### config.mk
export PLATFORM = sky130hd
export DESIGN_NAME = iso_exec
export DESIGN_NICKNAME = d
export VERILOG_FILES = /design/src/iso_pkg.sv /design/src/iso_alu.sv /design/src/iso_exec.sv
export VERILOG_INCLUDE_DIRS = /design/src /design/src/src
export SDC_FILE = /design/constraint.sdc
export NUM_CORES = 1
export LEC_CHECK = 0
export BUFFER_PORTS_ARGS = -buffer_cell sky130_fd_sc_hd__buf_2
export CORE_MARGIN = 2
export CORE_UTILIZATION = 50
export DETAILED_ROUTE_END_ITERATION = 7
export GPL_TIMING_DRIVEN = 0
export PLACE_DENSITY = 0.74
export SLEW_MARGIN = 15
export SYNTH_ARGS = -nofsm -noshare
export SYNTH_HDL_FRONTEND = slang
export SYNTH_HIERARCHICAL = 1
export SYNTH_SLANG_ARGS = --single-unit
### constraint.sdc
create_clock -name clk_i -period 3.2 [get_ports clk_i]
set_input_delay 0 -clock clk_i [delete_from_list [all_inputs] [get_ports clk_i]]
set_output_delay 0 -clock clk_i [all_outputs]
set_load 0.01 [all_outputs]
### src/iso_consts.svh
// Overview of operation
// - increment reads the operand byte, adds one, updates zero, one instruction cycle
// - for the increments, destination 0 writes accumulator only; destination 1 writes memory byte only; literal or always writes the accumulator
// - increment-and-skip adds one, stores to destination, leaves every flag alone
// - zero skip result discards the next fetched instruction as a nop, two cycles
// - literal or merges the literal into the accumulator and updates zero
`ifndef ISO_CONSTS_SVH
`define ISO_CONSTS_SVH

// ----------------------------------------
// widths and values
// ----------------------------------------
`define ISO_DATA_W 8
`define ISO_ADDR_W 8
`define ISO_ACC_RST 8'h00
`define ISO_ZERO_RST 1'b0
`define ISO_INC_STEP 8'h01
`define ISO_ZERO_VAL 8'h00
`define ISO_DEST_ACC 1'b0
`define ISO_DEST_MEM 1'b1

`endif

### src/iso_pkg.sv
package iso_pkg;
  typedef enum logic [1:0] {
    iso_nop_op,
    iso_increment_operand_op,
    iso_increment_skip_on_zero_op,
    iso_or_literal_into_accumulator_op
  } iso_op_t;

  typedef enum logic [1:0] {
    iso_st_idle,
    iso_st_exec,
    iso_st_skip
  } iso_state_t;
endpackage

### src/iso_alu.sv
`timescale 1ns/1ps
`include "iso_consts.svh"

module iso_alu (
  input wire iso_pkg::iso_op_t op_i,
  input wire logic [`ISO_DATA_W-1:0] mem_i,
  input wire logic [`ISO_DATA_W-1:0] acc_i,
  input wire logic [`ISO_DATA_W-1:0] lit_i,
  output logic [`ISO_DATA_W-1:0] res_o,
  output logic res_zero_o
);
  // ----------------------------------------
  // result select
  // ----------------------------------------
  wire logic is_or;
  wire logic [`ISO_DATA_W-1:0] inc_res;
  wire logic [`ISO_DATA_W-1:0] or_res;

  assign is_or = (op_i == iso_pkg::iso_or_literal_into_accumulator_op);
  assign inc_res = `ISO_DATA_W'(mem_i + `ISO_INC_STEP);
  assign or_res = acc_i | lit_i;
  assign res_o = is_or ? or_res : inc_res;
  assign res_zero_o = (res_o == `ISO_ZERO_VAL);
endmodule

### src/iso_exec.sv
`timescale 1ns/1ps
`include "iso_consts.svh"

module iso_exec (
  input wire logic clk_i,
  input wire logic rst_n_i,
  input wire logic instr_valid_i,
  input wire iso_pkg::iso_op_t instr_op_i,
  input wire logic instr_dest_i,
  input wire logic [`ISO_ADDR_W-1:0] instr_addr_i,
  input wire logic [`ISO_DATA_W-1:0] instr_lit_i,
  input wire logic [`ISO_DATA_W-1:0] mem_rdata_i,
  output logic instr_ready_o,
  output logic [`ISO_ADDR_W-1:0] mem_addr_o,
  output logic [`ISO_DATA_W-1:0] mem_wdata_o,
  output logic mem_we_o,
  output logic [`ISO_DATA_W-1:0] acc_o,
  output logic zero_o,
  output logic skip_o,
  output logic done_o
);
  // ----------------------------------------
  // state
  // ----------------------------------------
  iso_pkg::iso_state_t state_q;
  iso_pkg::iso_op_t op_q;
  logic dest_q;
  logic [`ISO_DATA_W-1:0] lit_q;
  logic ready_q;
  logic [`ISO_ADDR_W-1:0] addr_q;
  logic [`ISO_DATA_W-1:0] wdata_q;
  logic we_q;
  logic [`ISO_DATA_W-1:0] acc_q;
  logic zero_q;
  logic skip_q;
  logic done_q;

  // ----------------------------------------
  // decode
  // ----------------------------------------
  wire logic [`ISO_DATA_W-1:0] res;
  wire logic res_zero;
  wire logic in_idle;
  wire logic in_exec;
  wire logic in_skip;
  wire logic take;
  wire logic is_inc;
  wire logic is_incsz;
  wire logic is_or;
  wire logic any_inc;
  wire logic to_mem;
  wire logic to_acc;
  wire logic upd_zero;
  wire logic do_skip;

  iso_alu u_alu (
    .op_i(op_q),
    .mem_i(mem_rdata_i),
    .acc_i(acc_q),
    .lit_i(lit_q),
    .res_o(res),
    .res_zero_o(res_zero)
  );

  assign in_idle = (state_q == iso_pkg::iso_st_idle);
  assign in_exec = (state_q == iso_pkg::iso_st_exec);
  assign in_skip = (state_q == iso_pkg::iso_st_skip);
  assign take = instr_valid_i && ready_q;
  assign is_inc = (op_q == iso_pkg::iso_increment_operand_op);
  assign is_incsz = (op_q == iso_pkg::iso_increment_skip_on_zero_op);
  assign is_or = (op_q == iso_pkg::iso_or_literal_into_accumulator_op);
  assign any_inc = is_inc || is_incsz;
  assign to_mem = in_exec && any_inc && (dest_q == `ISO_DEST_MEM);
  assign to_acc = in_exec && ((any_inc && (dest_q == `ISO_DEST_ACC)) || is_or);
  assign upd_zero = in_exec && (is_inc || is_or);
  assign do_skip = in_exec && is_incsz && res_zero;

  // ----------------------------------------
  // sequencer
  // ----------------------------------------
  always_ff @(posedge clk_i) begin
    if (!rst_n_i) begin
      state_q <= iso_pkg::iso_st_idle;
      ready_q <= 1'b1;
      skip_q <= 1'b0;
      done_q <= 1'b0;
    end else begin
      done_q <= 1'b0;
      case (state_q)
        iso_pkg::iso_st_idle: begin
          if (take) begin
            state_q <= iso_pkg::iso_st_exec;
            ready_q <= 1'b0;
          end
        end
        iso_pkg::iso_st_exec: begin
          ready_q <= 1'b1;
          if (do_skip) begin
            state_q <= iso_pkg::iso_st_skip;
            skip_q <= 1'b1;
          end else begin
            state_q <= iso_pkg::iso_st_idle;
            done_q <= 1'b1;
          end
        end
        iso_pkg::iso_st_skip: begin
          if (take) begin
            state_q <= iso_pkg::iso_st_idle;
            skip_q <= 1'b0;
            done_q <= 1'b1;
          end
        end
        default: begin
          state_q <= iso_pkg::iso_st_idle;
          ready_q <= 1'b1;
          skip_q <= 1'b0;
        end
      endcase
    end
  end

  // ----------------------------------------
  // instruction latch
  // ----------------------------------------
  always_ff @(posedge clk_i) begin
    if (!rst_n_i) begin
      op_q <= iso_pkg::iso_nop_op;
      dest_q <= `ISO_DEST_ACC;
      lit_q <= `ISO_ACC_RST;
      addr_q <= '0;
    end else if (take && in_idle) begin
      op_q <= instr_op_i;
      dest_q <= instr_dest_i;
      lit_q <= instr_lit_i;
      addr_q <= instr_addr_i;
    end
  end

  // ----------------------------------------
  // write-back
  // ----------------------------------------
  always_ff @(posedge clk_i) begin
    if (!rst_n_i) begin
      acc_q <= `ISO_ACC_RST;
      zero_q <= `ISO_ZERO_RST;
      we_q <= 1'b0;
      wdata_q <= '0;
    end else begin
      we_q <= to_mem;
      if (to_mem) begin
        wdata_q <= res;
      end
      if (to_acc) begin
        acc_q <= res;
      end
      if (upd_zero) begin
        zero_q <= res_zero;
      end
    end
  end

  assign instr_ready_o = ready_q;
  assign mem_addr_o = addr_q;
  assign mem_wdata_o = wdata_q;
  assign mem_we_o = we_q;
  assign acc_o = acc_q;
  assign zero_o = zero_q;
  assign skip_o = skip_q;
  assign done_o = done_q;

  // ----------------------------------------
  // assertions
  // ----------------------------------------
  AST_INC_ONE_CYCLE: assert property (@(posedge clk_i) disable iff (!rst_n_i)
    in_exec && is_inc |=> done_o && in_idle && zero_o == $past(res_zero))
    else $error("increment did not finish in one cycle with zero updated");

  AST_DEST_MEM: assert property (@(posedge clk_i) disable iff (!rst_n_i)
    to_mem |=> mem_we_o && mem_wdata_o == `ISO_DATA_W'($past(mem_rdata_i) + 8'h01)
      && acc_o == $past(acc_o))
    else $error("memory destination wrote wrong data or touched accumulator");

  AST_DEST_ACC: assert property (@(posedge clk_i) disable iff (!rst_n_i)
    in_exec && any_inc && dest_q == `ISO_DEST_ACC
      |=> !mem_we_o && acc_o == `ISO_DATA_W'($past(mem_rdata_i) + 8'h01))
    else $error("accumulator destination wrong or memory written");

  AST_SKIP_NO_FLAG: assert property (@(posedge clk_i) disable iff (!rst_n_i)
    in_exec && is_incsz |=> zero_o == $past(zero_o))
    else $error("increment-and-skip changed the zero flag");

  AST_SKIP_TWO: assert property (@(posedge clk_i) disable iff (!rst_n_i)
    do_skip |=> skip_o && instr_ready_o && !done_o && in_skip)
    else $error("zero skip did not wait for the instruction to discard");

  AST_SKIP_DISCARD: assert property (@(posedge clk_i) disable iff (!rst_n_i)
    in_skip && instr_valid_i |=> done_o && !skip_o && in_idle && !mem_we_o
      && acc_o == $past(acc_o) && zero_o == $past(zero_o))
    else $error("discarded instruction changed state or skip did not end");

  AST_READY_EXEC: assert property (@(posedge clk_i) disable iff (!rst_n_i)
    in_exec |-> !instr_ready_o)
    else $error("ready high during the execute cycle");

  AST_NO_SKIP: assert property (@(posedge clk_i) disable iff (!rst_n_i)
    in_exec && is_incsz && !res_zero |=> done_o && !skip_o)
    else $error("nonzero increment-and-skip did not finish in one cycle");

  AST_OR_LIT: assert property (@(posedge clk_i) disable iff (!rst_n_i)
    in_exec && is_or |=> acc_o == ($past(acc_o) | $past(lit_q)) && done_o && !mem_we_o)
    else $error("literal or gave a wrong accumulator");

  AST_ZERO_FLAG: assert property (@(posedge clk_i) disable iff (!rst_n_i)
    upd_zero |=> zero_o == ($past(res) == 8'h00))
    else $error("zero flag does not match the result");

  COV_SKIP: cover property (@(posedge clk_i) disable iff (!rst_n_i) do_skip ##1 skip_o);
  COV_WRAP: cover property (@(posedge clk_i) disable iff (!rst_n_i)
    in_exec && is_inc && mem_rdata_i == 8'hFF);
  COV_OR: cover property (@(posedge clk_i) disable iff (!rst_n_i) in_exec && is_or);
  COV_MEM_WRITE: cover property (@(posedge clk_i) disable iff (!rst_n_i) to_mem ##1 mem_we_o);
  COV_DISCARD: cover property (@(posedge clk_i) disable iff (!rst_n_i)
    in_skip && instr_valid_i ##1 done_o);
endmodule

==> results.cfg <==
[clocking]
max-clock-path-buffers = 2
clock_tree.root_cell = sky130_fd_sc_hd__clkbuf_8
post_cts_buffers = 0
cts_num_sinks = 42
later_pin_clock_latency_in_the_skew_report_ps = 290
cts_buffers = 5
clkSlewWorstSetupHoldPaths_ps = 80
htree_levels = 2
cts_tree = built

[critical_path]
timing.critical_path.cells = nand2_2 -> buf_6 -> o31ai_4 -> o2111ai_1 -> a2111oi_2 -> nand2_1 -> a211oi_1 -> o221a_2
cell_with_the_biggest_individual_delay_on_the_critical_path = sky130_fd_sc_hd__a2111oi_2
cp_slowest_stage_delay_ps = 530
worstPathArrival_ps = 2580
worst_path_dominant_cell_family = compound AO/OA/AOI/OAI gates
reg2regPathDepth = 8
crit_required_ps = 3440
worst_setup_path_start_kind = flip-flop
cp_max_fo = 10
path_buf_inv = 1
nature_of_the_critical_path_endpoint = flip-flop
worst-path-stages = 8
crit_type = reg -> reg

[cells_and_area]
stdcell_area_um2 = 2656
antenna_cells = 0
area_growth_pct = 31.62
design.final.nets = 351
drive_above_1_share = 0.3111

[pwr]
pwr_density_cell_nw_per_um2 = 417.1
p_sw_frac = 0.2704
p_sw_w = 0.0002996
pwr-share-seq = 0.508
p_leak_nw = 1.232
power.share.clock = 0.323
combPwrFrac = 0.169
irDropWorstVdd_v = 0.0003174
cellInternalPower_w = 0.0008083

[synth]
ys_seq_area_frac = 0.4166
ys_ff_latch = 42
yosysTopAreaCell = sky130_fd_sc_hd__dfxtp_1
synth_enable_flop_cells = 0
avg_cell_area_syn_um2 = 8.775
synthesis.area_um2 = 2018
synth.top_cells.by_area = sky130_fd_sc_hd__dfxtp_1 42%, sky130_fd_sc_hd__nand2_1 10%, sky130_fd_sc_hd__mux2i_1 8.4%, sky130_fd_sc_hd__a21oi_2 4.3%, sky130_fd_sc_hd__ha_1 4.3%
postSynthCellCount = 230
synth_cell_types = 41
synth_fp_nets = 267
netlist.area_leader.share = 0.4166
synth_commonest_cells = 56 x sky130_fd_sc_hd__nand2_1, 42 x sky130_fd_sc_hd__dfxtp_1, 17 x sky130_fd_sc_hd__mux2i_1, 17 x sky130_fd_sc_hd__nor2_1, 12 x sky130_fd_sc_hd__a21oi_1
synth-main-ff-cell = sky130_fd_sc_hd__dfxtp_1
yosysWarnings = 6
synthArstFlopShare = 0
synthMostInstantiatedCell = sky130_fd_sc_hd__nand2_1

[placement]
detailedPlacementHpwl_mm = 3.234
io_buffer_count = 58
placed_area_um2 = 2371
place_worst_setup_slack_ps = 872.4
gpl_congestion = 0.8571

[outcome]
outcome = completed

[timing]
worst-slew-pin-transition_ps = 498.2
maxSlewViolCount = 0
setup_slack_ps = 860.1
timing.final.hold_violations = 0
final.min_clock_period_ps = 2340
setup_viol = 0
skew_ps = 8.095
fmax_mhz = 427.4
max_slew_margin = 0.6679
final_min_period_over_clock_period = 0.7312
finalSetupTns_ps = 0
grt_setup_unrepaired = false

[routing]
drt_wl_total_mm = 4.490
detail_route.wl_per_cell_um = 12.30
detail-route-antenna-nets = 0
first_iteration_detailed_routing_drc_count = 110
drt_pass_1_iters = 4
via_count = 1852
remaining_drc_errors = 0
drt-vias-per-instance = 5.074

[run]
max-cap-violations = 0

[floorplan]
initial_utilization = 0.5119
chipWidth_um = 67.53
design.core.area_um2 = 3943
rows = 23
ioPinCount = 59
dieArea_um2 = 4560
die_height_um = 67.53

[global_routing]
globalRoute.totalOverflow = 0
largest_net_degree_at_the_start_of_global_routing = 14
grt_util_all_layers = 0.2174
grt_pass1_wl_mm = 7.465
antenna_found_initial = 0
grt_pass1_vias = 1727

[worst_hold_path]
hold_path_class = in -> reg
worst_hold_path.num_cells = 3
worst paths after layout:
path	from	end	slack (ps)
worst max-delay path	op_q[0]$_SDFFE_PN0P_	skip_o$_SDFFE_PN0P_	860
worst min-delay path	instr_valid_i	instr_ready_o$_SDFFE_PN1P_	30
worst max register to register	op_q[0]$_SDFFE_PN0P_	skip_o$_SDFFE_PN0P_	860
worst min register to register	mem_addr_o[3]$_SDFFE_PN0P_	mem_addr_o[3]$_SDFFE_PN0P_	460
power by group through the flow:
stage	clock, W	sequential (W)	combinational, W
after detailed placement	0	0.000576	0.000169
after CTS	0.000363	0.000563	0.000187
final	0.000358	0.000563	0.000187
after global placement	0	0.000575	0.000166
after floorplan	0	0.000577	0.000109
after global routing	0.000384	0.000567	0.000209
layer usage:
layer,vias up,share of wire,GRT usage
met5,-,0,0
met2,42,0.47,0.3725
li1,952,-,-
met1,853,0.47,0.2693
met4,0,0.010,0.07653
met3,5,0.047,0.04333
registers in the layout, indices dropped and copies added (netlist names):
name / cells
acc_o: 8
dest_q: 1
done_o: 1
instr_ready_o: 1
lit_q: 8
mem_addr_o: 8
mem_wdata_o: 8
mem_we_o: 1
op_q: 2
skip_o: 1
state_q: 2
zero_o: 1
layout make-up:
type                    instances  area [um2]
fillers                       322        1286
multi-input cells             168        1049
flip-flops and latches         42       840.8
repair buffers                 77       480.5
plain buffers                  11       95.09
clock buffers                   6       82.58
well taps                      50       62.56
inverters                       9       33.78
clock inverters                 2       12.51
worst register-to-register path, stage by stage (launching register included):
cell and delay [ps]:
sky130_fd_sc_hd__dfxtp_1 500, sky130_fd_sc_hd__nand2_2 130, sky130_fd_sc_hd__buf_6 170, sky130_fd_sc_hd__o31ai_4 200, sky130_fd_sc_hd__o2111ai_1 190, sky130_fd_sc_hd__a2111oi_2 530, sky130_fd_sc_hd__nand2_1 140, sky130_fd_sc_hd__a211oi_1 230
sky130_fd_sc_hd__o221a_2 210
metrics by stage:
| step | utilization | std cells | total power (W) | hold WS [ps] |
|---|---|---|---|---|
| 4_1_cts | 0.6738 | 365 | 0.001113 | 29.77 |
| 3_3_place_gp | 0.6014 | 338 | 0.0007417 | 240.3 |
| 5_1_grt | 0.6738 | 365 | 0.001160 | 36.27 |
| 3_5_place_dp | 0.6014 | 338 | 0.0007442 | 244.0 |
| 6_report | 0.6738 | 365 | 0.001108 | 29.95 |
| 2_1_floorplan | - | 230 | 0.0006854 | 126.9 |
cell families (layout without fill, tap and decap cells):
family,after synthesis,after routing,synth area share
AND/OR/NAND/NOR,97,97,0.2089
XOR/XNOR,2,2,0.008681
flip-flops,42,42,0.4166
AO/OA/AOI/OAI,44,44,0.1686
multiplexers,18,18,0.08989
adder cells (fa/ha/maj),7,7,0.04340
buffers and inverters,20,105,0.06385
what timing repair did:
item	CTS	global route
gates resized for setup	0	0
endpoints found under the hold margin	19	0
hold buffers	19	0
cell usage in the layout, fill, tap and decap left out, types with 2 or more instances in the layout:
cell type                        n
sky130_fd_sc_hd__o2111ai_1       2
sky130_fd_sc_hd__nand4_1         3
sky130_fd_sc_hd__nor3_1          5
sky130_fd_sc_hd__buf_6           3
sky130_fd_sc_hd__nor2_1         17
sky130_fd_sc_hd__nand2_2         4
sky130_fd_sc_hd__a21oi_1        12
sky130_fd_sc_hd__o21ai_0         4
sky130_fd_sc_hd__buf_2          63
sky130_fd_sc_hd__nand2_1        56
sky130_fd_sc_hd__inv_1           9
sky130_fd_sc_hd__ha_1            7
sky130_fd_sc_hd__a31o_1          2
sky130_fd_sc_hd__mux2i_1        17
sky130_fd_sc_hd__or3_1           4
sky130_fd_sc_hd__a31oi_1         3
sky130_fd_sc_hd__dfxtp_1        42
sky130_fd_sc_hd__a21oi_2        10
sky130_fd_sc_hd__clkbuf_8        6
sky130_fd_sc_hd__nand3_1         3
sky130_fd_sc_hd__dlygate4sd3_1  19
(Power assumes the default switching activity.)
